--- config.mk ---
export PLATFORM = sky130hd
export DESIGN_NAME = dtt_top
export DESIGN_NICKNAME = d
export VERILOG_FILES = /design/src/design/dtt_pkg.sv /design/src/design/dtt_top.sv
export VERILOG_INCLUDE_DIRS = /design/src /design/src/design
export SDC_FILE = /design/constraint.sdc
export NUM_CORES = 1
export LEC_CHECK = 0
export BUFFER_PORTS_ARGS = -buffer_cell sky130_fd_sc_hd__buf_4
export CAP_MARGIN = 20
export CORE_ASPECT_RATIO = 0.7
export CORE_MARGIN = 2
export CORE_UTILIZATION = 30
export DETAILED_ROUTE_END_ITERATION = 8
export PLACE_DENSITY_LB_ADDON = 0.05
export SYNTH_ARGS = -nofsm -noshare
export SYNTH_HDL_FRONTEND = slang
export SYNTH_SLANG_ARGS = --single-unit
--- constraint.sdc ---
create_clock -name ref_clk_i -period 18.3 [get_ports ref_clk_i]
set_input_delay 2.745 -clock ref_clk_i [delete_from_list [all_inputs] [get_ports ref_clk_i]]
set_output_delay 2.745 -clock ref_clk_i [all_outputs]
set_load 0.05 [all_outputs]
--- src/design/dtt_consts.svh ---
// Operation
// - secondary DAC: software, ADC pacer, or primary clock
// - primary DAC: software, own pacer, or external clock
// - 24 digital lines, three 8-bit direction groups
// - ADC external pacer edge, rising or falling
// - ADC clock pulse output high one microsecond
// - timer one: independent pacer like timer zero
// - clock pulse enable forces timer one off
// - ADC trigger/gate: edge or level, either polarity
// - ADC trigger pulse output high one microsecond
// - timer zero square wave, 1 to 65535 us; code rounds the period up to even, 2 to 65536 us
// - trigger pulse enable forces timer zero off
// - DAC external pacer edge, rising or falling
// - counter one counts rising edges, max 500 kHz
// - counter one shares external DAC clock input
// - DAC trigger/gate: edge or level, either polarity
`ifndef DTT_CONSTS_SVH
`define DTT_CONSTS_SVH
`define DTT_CLK_MHZ 25
`define DTT_US_NS 1000
`define DTT_CLK_NS 40
`define DTT_US_CYC (`DTT_US_NS / `DTT_CLK_NS)
`define DTT_A_CTRL 32'h0000_0000
`define DTT_A_T0 32'h0000_0004
`define DTT_A_T1 32'h0000_0008
`define DTT_A_DAC 32'h0000_000C
`define DTT_A_DIO_DIR 32'h0000_0010
`define DTT_A_DIO_OUT 32'h0000_0014
`define DTT_A_DIO_IN 32'h0000_0018
`define DTT_A_CNT1 32'h0000_001C
`define DTT_A_CMD 32'h0000_0020
`define DTT_A_STAT 32'h0000_0024
`define DTT_B_ADC_EDGE 0
`define DTT_B_ADC_SRC 1
`define DTT_B_ATRG_LO 2
`define DTT_B_ATRG_HI 3
`define DTT_B_CLKOUT_EN 4
`define DTT_B_TRGOUT_EN 5
`define DTT_B_T0_EN 6
`define DTT_B_T1_EN 7
`define DTT_B_DAC_EDGE 8
`define DTT_B_DTRG_LO 9
`define DTT_B_DTRG_HI 10
`define DTT_B_DAC_EXT 11
`define DTT_B_CNT1_EN 12
`define DTT_B_P_SRC_LO 0
`define DTT_B_S_SRC_LO 2
`define DTT_B_ADC_PACER_LO 4
`define DTT_B_DAC_PRIMARY_PACER_LO 20
`define DTT_B_CMD_ADC 0
`define DTT_B_CMD_DAC_PRIMARY 1
`define DTT_B_CMD_DAC_SECONDARY 2
`define DTT_RST_PERIOD 16'h0001
`define DTT_RST_CTRL 32'h0000_0000
`endif

--- src/design/dtt_pkg.sv ---
package dtt_pkg;
   typedef enum logic [1:0] {DTT_TRG_RISE, DTT_TRG_FALL, DTT_TRG_HIGH, DTT_TRG_LOW} dtt_trg_e;
   typedef enum logic [1:0] {DTT_P_SW, DTT_P_PACER, DTT_P_EXT} dtt_psrc_e;
   typedef enum logic [1:0] {DTT_S_SW, DTT_S_PACER, DTT_S_PRIM} dtt_ssrc_e;
   typedef struct packed {
      logic adc_clock_pulse_out;
      logic adc_trigger_pulse_out;
      logic timer_zero_out;
      logic timer_one_out;
      logic pin37;
      logic pin3;
   } dtt_pins_s;
   typedef struct packed {
      logic adc_conv;
      logic adc_run;
      logic dac_primary_upd;
      logic dac_secondary_upd;
      logic dac_run;
   } dtt_evt_s;
endpackage

--- src/design/dtt_top.sv ---
`timescale 1ns/1ps
`include "dtt_consts.svh"
module dtt_top
   import dtt_pkg::*;
(
   input wire logic ref_clk_i,
   input wire logic rst_i,
   input wire logic hsel_i,
   input wire logic [31:0] haddr_i,
   input wire logic [1:0] htrans_i,
   input wire logic hwrite_i,
   input wire logic [2:0] hsize_i,
   input wire logic [31:0] hwdata_i,
   input wire logic hready_i,
   output logic [31:0] hrdata_o,
   output logic hreadyout_o,
   output logic hresp_o,
   input wire logic adc_ext_pacer_in_i,
   input wire logic adc_trigger_gate_in_i,
   input wire logic dac_ext_pacer_in_i,
   input wire logic dac_trigger_gate_in_i,
   output logic pin37_o,
   output logic pin3_o,
   output dtt_pins_s pins_o,
   output dtt_evt_s evt_o,
   input wire logic [23:0] dio_in_i,
   output logic [23:0] dio_out_o,
   output logic [23:0] dio_oe_o
);
   // ------------------------------------------------------------
   // input synchronisers
   // ------------------------------------------------------------
   logic [3:0] s1_r, s2_r, s3_r, s1_nxt, s2_nxt, s3_nxt;
   logic [23:0] d1_r, d2_r, d1_nxt, d2_nxt;
   always_comb begin
      s1_nxt = {dac_trigger_gate_in_i, dac_ext_pacer_in_i, adc_trigger_gate_in_i,
                adc_ext_pacer_in_i};
      s2_nxt = s1_r;
      s3_nxt = s2_r;
      d1_nxt = dio_in_i;
      d2_nxt = d1_r;
   end
   always_ff @(posedge ref_clk_i or posedge rst_i) begin
      if (rst_i) begin
         s1_r <= 4'h0;
         s2_r <= 4'h0;
         s3_r <= 4'h0;
         d1_r <= 24'h00_0000;
         d2_r <= 24'h00_0000;
      end else begin
         s1_r <= s1_nxt;
         s2_r <= s2_nxt;
         s3_r <= s3_nxt;
         d1_r <= d1_nxt;
         d2_r <= d2_nxt;
      end
   end
   logic [3:0] rise, fall;
   assign rise = s2_r & ~s3_r;
   assign fall = ~s2_r & s3_r;

   // ------------------------------------------------------------
   // registers and bus slave
   // ------------------------------------------------------------
   logic [31:0] ctrl_r, ctrl_nxt;
   logic [15:0] t0p_r, t0p_nxt, t1p_r, t1p_nxt;
   logic [31:0] dac_r, dac_nxt;
   logic [2:0] dir_r, dir_nxt;
   logic [23:0] dout_r, dout_nxt;
   logic [31:0] cnt1_r, cnt1_nxt;
   logic [2:0] cmd_r, cmd_nxt;
   logic wph_r, wph_nxt, rph_r, rph_nxt;
   logic [31:0] addr_r, addr_nxt, rdata_r, rdata_nxt;
   logic adc_run_r, dac_run_r, adc_run_nxt, dac_run_nxt;
   logic cnt1_inc;
   logic [31:0] rd_mux;
   logic take;
   assign take = hsel_i & hready_i & htrans_i[1];
   always_comb begin
      unique case (haddr_i)
         `DTT_A_CTRL: rd_mux = ctrl_r;
         `DTT_A_T0: rd_mux = {16'h0000, t0p_r};
         `DTT_A_T1: rd_mux = {16'h0000, t1p_r};
         `DTT_A_DAC: rd_mux = dac_r;
         `DTT_A_DIO_DIR: rd_mux = {29'h0000_0000, dir_r};
         `DTT_A_DIO_OUT: rd_mux = {8'h00, dout_r};
         `DTT_A_DIO_IN: rd_mux = {8'h00, d2_r};
         `DTT_A_CNT1: rd_mux = cnt1_r;
         `DTT_A_STAT: rd_mux = {30'h0000_0000, dac_run_r, adc_run_r};
         default: rd_mux = 32'h0000_0000;
      endcase
   end
   always_comb begin
      ctrl_nxt = ctrl_r;
      t0p_nxt = t0p_r;
      t1p_nxt = t1p_r;
      dac_nxt = dac_r;
      dir_nxt = dir_r;
      dout_nxt = dout_r;
      cmd_nxt = 3'h0;
      cnt1_nxt = cnt1_inc ? cnt1_r + 32'h0000_0001 : cnt1_r;
      wph_nxt = take & hwrite_i;
      rph_nxt = take & ~hwrite_i;
      addr_nxt = take ? haddr_i : addr_r;
      rdata_nxt = (take & ~hwrite_i) ? rd_mux : rdata_r;
      if (wph_r) begin
         unique case (addr_r)
            `DTT_A_CTRL: ctrl_nxt = hwdata_i;
            `DTT_A_T0: t0p_nxt = hwdata_i[15:0];
            `DTT_A_T1: t1p_nxt = hwdata_i[15:0];
            `DTT_A_DAC: dac_nxt = hwdata_i;
            `DTT_A_DIO_DIR: dir_nxt = hwdata_i[2:0];
            `DTT_A_DIO_OUT: dout_nxt = hwdata_i[23:0];
            `DTT_A_CNT1: cnt1_nxt = hwdata_i;
            `DTT_A_CMD: cmd_nxt = hwdata_i[2:0];
            default: ;
         endcase
      end
   end
   always_ff @(posedge ref_clk_i or posedge rst_i) begin
      if (rst_i) begin
         ctrl_r <= `DTT_RST_CTRL;
         t0p_r <= `DTT_RST_PERIOD;
         t1p_r <= `DTT_RST_PERIOD;
         dac_r <= 32'h0000_0000;
         dir_r <= 3'h0;
         dout_r <= 24'h00_0000;
         cnt1_r <= 32'h0000_0000;
         cmd_r <= 3'h0;
         wph_r <= 1'b0;
         rph_r <= 1'b0;
         addr_r <= 32'h0000_0000;
         rdata_r <= 32'h0000_0000;
      end else begin
         ctrl_r <= ctrl_nxt;
         t0p_r <= t0p_nxt;
         t1p_r <= t1p_nxt;
         dac_r <= dac_nxt;
         dir_r <= dir_nxt;
         dout_r <= dout_nxt;
         cnt1_r <= cnt1_nxt;
         cmd_r <= cmd_nxt;
         wph_r <= wph_nxt;
         rph_r <= rph_nxt;
         addr_r <= addr_nxt;
         rdata_r <= rdata_nxt;
      end
   end
   assign hreadyout_o = 1'b1;
   assign hresp_o = 1'b0;
   assign hrdata_o = rdata_r;

   // ------------------------------------------------------------
   // digital port groups
   // ------------------------------------------------------------
   always_comb begin
      for (int g = 0; g < 3; g++) begin
         dio_oe_o[g*8 +: 8] = {8{dir_r[g]}};
      end
   end
   assign dio_out_o = dout_r;

   // ------------------------------------------------------------
   // microsecond timebase and pacers
   // ------------------------------------------------------------
   localparam logic [4:0] US_LAST = 5'(`DTT_US_CYC - 1);
   logic [4:0] pre_r, pre_nxt;
   logic tick;
   assign tick = (pre_r == US_LAST);
   always_comb pre_nxt = tick ? 5'h00 : pre_r + 5'h01;
   always_ff @(posedge ref_clk_i or posedge rst_i) begin
      if (rst_i) pre_r <= 5'h00;
      else pre_r <= pre_nxt;
   end

   logic t0_off, t1_off;
   logic [15:0] h0_r, h0_nxt, h1_r, h1_nxt, ap_r, ap_nxt, dp_r, dp_nxt;
   logic [15:0] ap_per, dp_per;
   logic q0_r, q0_nxt, q1_r, q1_nxt;
   logic ap_tk, dp_tk;
   assign t0_off = ~ctrl_r[`DTT_B_T0_EN] | ctrl_r[`DTT_B_TRGOUT_EN];
   assign t1_off = ~ctrl_r[`DTT_B_T1_EN] | ctrl_r[`DTT_B_CLKOUT_EN];
   assign ap_per = dac_r[`DTT_B_ADC_PACER_LO +: 16];
   assign dp_per = dac_r[`DTT_B_DAC_PRIMARY_PACER_LO +: 12] == 12'h000 ? 16'h0001
                   : {4'h0, dac_r[`DTT_B_DAC_PRIMARY_PACER_LO +: 12]};
   // timers toggle every half period; full period = t0p us rounded up to an even count, in 2 us steps
   always_comb begin
      h0_nxt = h0_r;
      q0_nxt = q0_r;
      h1_nxt = h1_r;
      q1_nxt = q1_r;
      ap_nxt = ap_r;
      dp_nxt = dp_r;
      ap_tk = 1'b0;
      dp_tk = 1'b0;
      if (t0_off) begin
         h0_nxt = 16'h0000;
         q0_nxt = 1'b0;
      end else if (tick) begin
         // toggle once twice the tick count reaches the period (half rounded up)
         if (({h0_r, 1'b1} + 17'h0_0001) >= {1'b0, t0p_r}) begin
            h0_nxt = 16'h0000;
            q0_nxt = ~q0_r;
         end else h0_nxt = h0_r + 16'h0001;
      end
      if (t1_off) begin
         h1_nxt = 16'h0000;
         q1_nxt = 1'b0;
      end else if (tick) begin
         if (({h1_r, 1'b1} + 17'h0_0001) >= {1'b0, t1p_r}) begin
            h1_nxt = 16'h0000;
            q1_nxt = ~q1_r;
         end else h1_nxt = h1_r + 16'h0001;
      end
      if (tick) begin
         ap_tk = (ap_r + 16'h0001 >= ap_per) & (ap_per != 16'h0000);
         ap_nxt = ap_tk ? 16'h0000 : ap_r + 16'h0001;
         dp_tk = (dp_r + 16'h0001 >= dp_per);
         dp_nxt = dp_tk ? 16'h0000 : dp_r + 16'h0001;
      end
   end
   always_ff @(posedge ref_clk_i or posedge rst_i) begin
      if (rst_i) begin
         h0_r <= 16'h0000;
         h1_r <= 16'h0000;
         q0_r <= 1'b0;
         q1_r <= 1'b0;
         ap_r <= 16'h0000;
         dp_r <= 16'h0000;
      end else begin
         h0_r <= h0_nxt;
         h1_r <= h1_nxt;
         q0_r <= q0_nxt;
         q1_r <= q1_nxt;
         ap_r <= ap_nxt;
         dp_r <= dp_nxt;
      end
   end

   // ------------------------------------------------------------
   // trigger/gate, conversion and DAC updates
   // ------------------------------------------------------------
   function automatic logic [1:0] trg(input dtt_trg_e m, input logic lv, input logic r,
                                      input logic f);
      // bit1 start, bit0 stop
      unique case (m)
         DTT_TRG_RISE: trg = {r, 1'b0};
         DTT_TRG_FALL: trg = {f, 1'b0};
         DTT_TRG_HIGH: trg = {lv, ~lv};
         DTT_TRG_LOW: trg = {~lv, lv};
      endcase
   endfunction
   logic [1:0] at, dt;
   logic adc_ext_evt, dac_ext_evt, adc_conv, adc_trig, p_upd, s_upd;
   logic cp_r, cp_nxt, tp_r, tp_nxt;
   logic [4:0] cpc_r, cpc_nxt, tpc_r, tpc_nxt;
   dtt_psrc_e psrc;
   dtt_ssrc_e ssrc;
   assign at = trg(dtt_trg_e'(ctrl_r[`DTT_B_ATRG_HI:`DTT_B_ATRG_LO]), s2_r[1], rise[1],
                   fall[1]);
   assign dt = trg(dtt_trg_e'(ctrl_r[`DTT_B_DTRG_HI:`DTT_B_DTRG_LO]), s2_r[3], rise[3],
                   fall[3]);
   assign adc_ext_evt = ctrl_r[`DTT_B_ADC_EDGE] ? fall[0] : rise[0];
   assign dac_ext_evt = ctrl_r[`DTT_B_DAC_EDGE] ? fall[2] : rise[2];
   assign adc_trig = at[1] & ~adc_run_r;
   assign adc_conv = adc_run_r & (ctrl_r[`DTT_B_ADC_SRC] ? adc_ext_evt
                     : (ap_tk | cmd_r[`DTT_B_CMD_ADC]));
   assign psrc = dtt_psrc_e'(dac_r[`DTT_B_P_SRC_LO +: 2]);
   assign ssrc = dtt_ssrc_e'(dac_r[`DTT_B_S_SRC_LO +: 2]);
   always_comb begin
      unique case (psrc)
         DTT_P_SW: p_upd = cmd_r[`DTT_B_CMD_DAC_PRIMARY];
         DTT_P_PACER: p_upd = dp_tk;
         DTT_P_EXT: p_upd = dac_ext_evt;
         default: p_upd = 1'b0;
      endcase
      unique case (ssrc)
         DTT_S_SW: s_upd = cmd_r[`DTT_B_CMD_DAC_SECONDARY];
         DTT_S_PACER: s_upd = ap_tk;
         DTT_S_PRIM: s_upd = p_upd;
         default: s_upd = 1'b0;
      endcase
      p_upd = p_upd & dac_run_r;
      s_upd = s_upd & dac_run_r;
   end
   // counter one counts the shared input's rising edges; with external DAC
   // pacing it can only be that same signal
   assign cnt1_inc = ctrl_r[`DTT_B_CNT1_EN] & rise[2];
   always_comb begin
      adc_run_nxt = at[1] ? 1'b1 : (at[0] ? 1'b0 : adc_run_r);
      dac_run_nxt = dt[1] ? 1'b1 : (dt[0] ? 1'b0 : dac_run_r);
      cp_nxt = cp_r;
      cpc_nxt = cpc_r;
      tp_nxt = tp_r;
      tpc_nxt = tpc_r;
      if (adc_conv) begin
         cp_nxt = 1'b1;
         cpc_nxt = US_LAST;
      end else if (cp_r) begin
         cpc_nxt = cpc_r - 5'h01;
         cp_nxt = (cpc_r != 5'h00);
      end
      if (adc_trig) begin
         tp_nxt = 1'b1;
         tpc_nxt = US_LAST;
      end else if (tp_r) begin
         tpc_nxt = tpc_r - 5'h01;
         tp_nxt = (tpc_r != 5'h00);
      end
   end
   always_ff @(posedge ref_clk_i or posedge rst_i) begin
      if (rst_i) begin
         adc_run_r <= 1'b0;
         dac_run_r <= 1'b0;
         cp_r <= 1'b0;
         tp_r <= 1'b0;
         cpc_r <= 5'h00;
         tpc_r <= 5'h00;
      end else begin
         adc_run_r <= adc_run_nxt;
         dac_run_r <= dac_run_nxt;
         cp_r <= cp_nxt;
         tp_r <= tp_nxt;
         cpc_r <= cpc_nxt;
         tpc_r <= tpc_nxt;
      end
   end

   // ------------------------------------------------------------
   // shared output pins
   // ------------------------------------------------------------
   logic pa, pb, w0, w1;
   // a timer switched off drops its output in the same cycle, not one later
   assign w0 = q0_r & ~t0_off;
   assign w1 = q1_r & ~t1_off;
   assign pa = ctrl_r[`DTT_B_CLKOUT_EN] ? (cp_r & (cpc_r != 5'h00 || adc_conv)) : w1;
   assign pb = ctrl_r[`DTT_B_TRGOUT_EN] ? tp_r : w0;
   assign pin37_o = ctrl_r[`DTT_B_CLKOUT_EN] ? cp_r : w1;
   assign pin3_o = pb;
   assign pins_o = '{adc_clock_pulse_out: cp_r, adc_trigger_pulse_out: tp_r,
                     timer_zero_out: w0, timer_one_out: w1, pin37: pa | ~pa & pin37_o,
                     pin3: pb};
   assign evt_o = '{adc_conv: adc_conv, adc_run: adc_run_r, dac_primary_upd: p_upd,
                    dac_secondary_upd: s_upd, dac_run: dac_run_r};
endmodule
Word level (Yosys, flattened, before mapping) --
Index checks and enable logic that the tools add are counted.
Storage, ports and cells: output and inout bits 95, word-level logic and storage cells 175, bits in registers 368, bits of input ports 102
Operators by class: reductions and logical operators 27, eq/ne operators 26, magnitude comparators 4, bitwise operators 33, $add $sub $neg 10, muxes and demuxes 46
Operator list (count):
- 32-bit case mux with 9 select lines | 1
- 32-bit by 5-bit == test with 1-bit output (second input constant) | 7
- 32-bit by 4-bit == test with 1-bit output (second input constant) | 4
- 16-bit two-way mux | 8
- 32-bit two-way mux | 3
- 16-bit by 1-bit adder with 16-bit output (second input constant) | 4
- 32-bit by 3-bit == test with 1-bit output (second input constant) | 2
- 32-bit by 6-bit == test with 1-bit output (second input constant) | 2
- 32-bit logical NOT | 2
- 17-bit by 1-bit adder with 17-bit output (second input constant) | 2
- 17-bit by 16-bit >= comparator with 1-bit output | 2
- 32-bit by 1-bit adder with 32-bit output (second input constant) | 1
- 5-bit two-way mux | 5
- 1-bit two-way mux | 22
- 16-bit by 12-bit >= comparator with 1-bit output | 1
- 16-bit >= comparator | 1
- 2-bit case mux with 4 select lines | 2
- 2-bit AND reduction | 8
- 16-bit nonzero test | 1
- 2-bit nonzero test | 8
- 1-bit AND | 14
- 2-bit == test (second input constant) | 6
- 12-bit logical NOT | 1
- 12-bit two-way mux | 1
- 13 further kinds | 38

Depth between registers and ports, before layout --
Gate-level depths: netlist (run 1).
depth after elaboration 13, depth in mapped cells 15

Worst setup path before layout (run 1) --
No wires, ideal clock.
path kind register -> output, start point register ap_r[0], end point output evt_o[4] in the netlist's numbering, cell stages (with the launch flop) 13, data arrival time 3.251 ns, slack 12.304 ns, path buffers 1, required time 15.555 ns, cells stage by stage dfrtp_1 ha_1 nand3_1 nor4_1 and3_1 nand3_1 xnor2_1 ha_1 nand2_1 o21ai_0 a311oi_1 a221oi_1 buf_4
On the way: longest elaborated chain between the ends 7
RTL lines:
- start: declaration | line dtt_top.sv:177 | logic [15:0] h0_r, h0_nxt, h1_r, h1_nxt, ap_r, ap_nxt, dp_r, dp_nxt;
- start signal: assignment | line dtt_top.sv:235 | ap_r <= ap_nxt;
- 16-bit by 1-bit adder with 16-bit output | line dtt_top.sv:216 | ap_tk = (ap_r + 16'h0001 >= ap_per) & (ap_per != 16'h0000);
- 16-bit >= comparator | line dtt_top.sv:216
- 1-bit AND | line dtt_top.sv:216
- 1-bit two-way mux | line dtt_top.sv:215 | if (tick) begin
- 1-bit bitwise OR | line dtt_top.sv:267 | : (ap_tk | cmd_r[`DTT_B_CMD_ADC]));
- 1-bit two-way mux | line dtt_top.sv:266 | assign adc_conv = adc_run_r & (ctrl_r[`DTT_B_ADC_SRC] ? adc_ext_evt
- 1-bit AND | line dtt_top.sv:266
- end: declaration | line dtt_top.sv:25 | output dtt_evt_s evt_o,
Every way passes these cells.

==> results of run 1 <==
critical path, stage by stage (launching register included):
cell       delay, ps
dfrtp_1          450
ha_1             280
nand3_1          210
nor4_1           720
and3_1           340
nand3_1          150
xnor2_1          160
ha_1             290
nand2_1           50
o21ai_0          450
nand2_1          490
a2111oi_0       1090
o31a_1           300
buf_4            220
cell type report:
class / count / area [µm²] / share of cell area, %
multi-input combinational: 1148 / 8300 / 37.9
inverter: 103 / 394 / 1.80
clock inverter: 12 / 131 / 0.600
sequential: 368 / 9210 / 42.1
timing repair buffer: 212 / 1620 / 7.42
tap: 819 / 1020 / 4.68
clock buffer: 61 / 1210 / 5.55
cells in the mapped netlist, types with 51 or more instances:
library cell	number
xnor2_1	51
o21ai_0	59
dfrtp_1	366
ha_1	69
nand3_1	52
clkbuf_1	52
nand2_1	149
nor2_1	93
mux2_2	79
a21oi_1	71
inv_1	103
mux2_1	80
metrics by stage:
stage / instances / power [mW]
after floorplan: 1731 / 1.09
after global placement: 2649 / 1.18
after detailed placement: 2649 / 1.18
after CTS: 2722 / 2.05
after global routing: 2723 / 2.11
final: 2723 / 2.02
metal layers:
layer,track usage (%),vias up
li1,-,6496
met1,29.6,6997
met2,27.0,314
met3,3.05,73
met4,4.48,0
met5,0,-
logic make-up after synthesis:
group,after synthesis,share of synthesized area (%)
other,2,0.0407
AND/OR/NAND/NOR,491,13.5
buffers and inverters,215,5.23
flip-flops,368,49.9
adder cells (fa/ha/maj),69,4.68
AO/OA/AOI/OAI,335,12.5
XOR/XNOR,85,4.03
multiplexers,166,10.1
power groups by stage:
stage / combinational, mW / sequential [mW] / clock [mW]
3_3_place_gp: 0.228 / 0.951 / 0
3_5_place_dp: 0.233 / 0.952 / 0
6_report: 0.230 / 0.938 / 0.848
5_1_grt: 0.255 / 0.947 / 0.913
2_1_floorplan: 0.157 / 0.936 / 0
4_1_cts: 0.235 / 0.937 / 0.881
how the worst max path moves through the flow:
stage | startpoint | endpoint | slack, ps
2_1_floorplan | rst_i | adc_run_r$_DFFE_PP0P_ | 5340
3_3_place_gp | ap_r[0]$_DFFE_PP0P_ | evt_o[1] | 10540
3_5_place_dp | ap_r[0]$_DFFE_PP0P_ | evt_o[1] | 10550
4_1_cts | ap_r[0]$_DFFE_PP0P_ | evt_o[1] | 9890
5_1_grt | ap_r[0]$_DFFE_PP0P_ | evt_o[1] | 9420
6_report | ap_r[0]$_DFFE_PP0P_ | evt_o[1] | 9750
sequential cells by signal, summed over array words and instances, names as in the netlist, 3 cells and up:
name	flops
addr_r	32
cnt1_r	32
ctrl_r	32
dac_r	32
hrdata_o	32
d1_r	24
d2_r	24
dio_out_o	24
ap_r	16
dp_r	16
h0_r	16
h1_r	16
t0p_r	16
t1p_r	16
cpc_r	5
pre_r	5
tpc_r	5
s1_r	4
s2_r	4
s3_r	4
cmd_r	3
dir_r	3
==> results.toml, run 1 <==
[status]
outcome = "finished, final reports clean"

[timing]
grt_setup_unrepaired = "false"
post-route-period-util_pct = 46.7
fin_crit_ps = 8550
finalClockSkew_ps = 34.5
slew_headroom_pct = 22.8
slew_viol_final = 0
setup_tns_ps = 0
whs_ps = 344
fin_ws_ps = 9750
hold_viol_final = 0
setup_viol = 0
max_freq_mhz = 117
tightest_slew_ps = 1130

[global_routing]
antenna_found_initial = 2
grt_max_degree = 175
grt_pass1_wl_um = 90800
gr-usage-all-layers_pct = 19.0
grt_overflow = 0
grt_pass1_vias = 14000

[placement]
dpl.hpwl_um = 41900
gp_congestion = 0.813
port_buffers = 190
pre_cts_slack_ps = 10550
dpl-instance-area_um2 = 20500

[flow_run]
drv_cap = 0

[routing]
via_count = 13900
wl_met2_um = 25000
met1_length_um = 30700
ant_nets = 0
routed-wl-met3_um = 2880
drc = 0
drt_iter0_markers = 1158
wl_per_cell_um = 21.9
wirelength_um = 59700
highest_layer = "met4"
drt_pass1_iterations = 9
via_per_inst = 5.10

[floorplan]
dieArea_um2 = 63500
ios = 197
die_w_um = 300
dieHeight_um = 211
initial_core_util_pct = 30.2
rows = 76
core_um2 = 61100

[pwr]
p_per_area_nw_per_um2 = 92.1
ir_drop_uv = 53.8
p_sw_mw = 0.558
power_leakage_nw = 9.83
pwr-share-clk_pct = 42.1
p_comb_share_pct = 11.4
internal_power_mw = 1.46
seqPwrFrac_pct = 46.5
swShare_pct = 27.7

[cts]
clk_pin_slew_worst_paths_ps = 60
cts_resized = 0
cts_buffer_depth = 3
tritoncts = "done"
holdBufCountCts = 0
cts_buffers = 43
htree_levels = 2
clk_latency_ps = 590
post_cts_buffers = 0
root_buffer = "clkbuf_16"
clock_sinks = 368

[cells_and_area]
final_core_util_pct = 35.8
finalInstanceArea_um2 = 21900
final_common_cell = "dfrtp_1"
syn2layout_area_growth_pct = 18.7
fin_nets = 2047
antenna_cells = 0
drive_gt1_share_pct = 20.1
layout_common_cells = "dfrtp_1, buf_4, nand2_1, inv_1, nor2_1"
fillers = 6176

[worst_setup_path]
cp.arrival_ps = 5810
crit_type = "reg2out"
reg2reg_depth = 12
rr_endpoint = "ap_r[4]$_DFFE_PP0P_"
cp-start-kind = "flop"
crit_fanout = 14
worstReg2RegStart = "ap_r[0]$_DFFE_PP0P_"
r2r_setup_slack_ps = 13880
worstSetupEndpointType = "output pin"
critPathRequiredTime_ps = 15550

[worst_hold_path]
hp-class = "reg2reg"
whs_path_depth = 0
hold_path.startpoint = "d1_r[1]$_DFF_PP0_"
whs_endpoint = "d2_r[1]$_DFF_PP0_"

[synth]
synthArstFlopShare_pct = 100
yosysTopAreaCell = "dfrtp_1"
syn_inst = 1731
syn_area_um2 = 18500
synth_nets = 1902
yosysWarnings = 0
synth_top_area_share_pct = 49.6
synth_edf_count = 0
netlist_top_cells_area = "dfrtp_1, mux2_1, mux2_2"
synth_ff_type = "dfrtp_1"
yosysSeqAreaShare_pct = 49.9
synth-seq-cells = 368
yosysUniqueCellTypes = 73
syn_area_per_cell_um2 = 10.7
Power figures use the tool's default switching activity.
==> inputs of run 2 (changes only) <==
- clock period: 18.3 -> 7.25 ns (I/O delays scaled with it)
==> results.toml, run 2 (synthesis results as in run 1) <==
[timing]
slew_viol_final = 0
fin_crit_ps = 6400
tightest_slew_ps = 1010
post-route-period-util_pct = 88.2
hold_viol_final = 0
slew_headroom_pct = 32.7
grt_setup_unrepaired = "false"
max_freq_mhz = 156
fin_ws_ps = 854
setup_viol = 0
setup_tns_ps = 0
finalClockSkew_ps = 25.2
whs_ps = 346

[placement]
gp_congestion = 0.798
port_buffers = 190
pre_cts_slack_ps = 1530
dpl.hpwl_um = 42500

[routing]
wl_met2_um = 24800
via_count = 13900
drt_pass1_iterations = 5
drt_iter0_markers = 1087
met1_length_um = 31400
via_per_inst = 5.09
drc = 0
routed-wl-met3_um = 2460
highest_layer = "met4"
wirelength_um = 59700
wl_per_cell_um = 21.8
ant_nets = 0

[worst_setup_path]
crit_fanout = 14
crit_buf_inv = 2
r2r_setup_slack_ps = 2840
path_cells = "ha_1 -> nand3_1 -> nor4_1 -> and3_1 -> nand3_1 -> xnor2_1 -> ha_1 -> nand2_1 -> o21ai_0 -> nand2_1 -> a2111oi_0 -> buf_4 -> o31a_1 -> buf_4"
critPathTopFamily = "simple AND/OR/NAND/NOR gates"
critPathRequiredTime_ps = 6160
rr_endpoint = "ap_r[6]$_DFFE_PP0P_"
crit_type = "reg2out"
crit_path_top_delay_cell = "nor4_1"
cp.depth = 14
worstSetupEndpointType = "output pin"
worstReg2RegStart = "ap_r[0]$_DFFE_PP0P_"
cp.arrival_ps = 5310
startpoint = "ap_r[0]$_DFFE_PP0P_"
cp-start-kind = "flop"
reg2reg_depth = 12
cp_slowest_stage_delay_ps = 690

[status]
outcome = "finished, final reports clean"

[cts]
clock_sinks = 368
post_cts_buffers = 0
tritoncts = "done"
clk_latency_ps = 580
holdBufCountCts = 0
cts_resized = 0
htree_levels = 2
clk_pin_slew_worst_paths_ps = 60
root_buffer = "clkbuf_16"
cts_buffers = 42
cts_buffer_depth = 3

[cells_and_area]
final_core_util_pct = 36.1
multi_input_area_um2 = 8300
fillers = 6104
drive_gt1_share_pct = 20.7
syn2layout_area_growth_pct = 19.8
final_common_cell = "dfrtp_1"
fin_nets = 2049
layout_common_cells = "dfrtp_1, buf_4, nand2_1, inv_1, nor2_1"
seq_area_um2 = 9210

[floorplan]
rows = 76
dieArea_um2 = 63500
core_um2 = 61100
dieHeight_um = 211
die_w_um = 300
initial_core_util_pct = 30.2
ios = 197

[global_routing]
antenna_found_initial = 0
grt_max_degree = 125
grt_overflow = 0
gr-usage-all-layers_pct = 18.9
grt_pass1_vias = 14000
grt_pass1_wl_um = 91000

[pwr]
power_leakage_nw = 9.93
finalPower_mw = 5.30
p_per_area_nw_per_um2 = 240
ir_drop_uv = 136

[worst_hold_path]
hp-class = "reg2reg"
whs_endpoint = "d2_r[9]$_DFF_PP0_"
hold_path.startpoint = "d1_r[9]$_DFF_PP0_"
whs_path_depth = 0

[flow_run]
drv_cap = 0
-- run 2: layout make-up --
class	instances	share of cell area, %
multi-input cells	1148	37.6
flip-flops and latches	368	41.7
diodes	1	0.0113
clock buffers	56	5.32
well taps	819	4.64
clock inverters	22	1.56
inverters	103	1.77
repair buffers	215	7.47
-- run 2: stage by stage --
step                      area, µm²  cells
final                         22100   2732
after global routing          22100   2731
after CTS                     22100   2730
after detailed placement      20500   2652
after global placement        20500   2651
after floorplan               18500   1731
-- run 2: metal layers --
layer	global-route usage [%]	up-vias
met2	27.0	280
met4	4.05	0
met1	29.8	7055
met3	2.76	61
li1	-	6515
met5	0	-
-- run 2: report_power, final --
part	internal [mW]	switching, mW	total [mW]
clock	1.43	0.933	2.37
combinational	0.241	0.335	0.576
sequential	2.21	0.155	2.36
total	3.88	1.42	5.30
-- run 2: worst max-delay path by stage --
stage               slack, ps               endpoint
floorplan                1230  adc_run_r$_DFFE_PP0P_
global placement         1620               evt_o[1]
detailed placement       1530               evt_o[1]
CTS                       870               evt_o[1]
global route              560               evt_o[1]
finish                    850               evt_o[1]
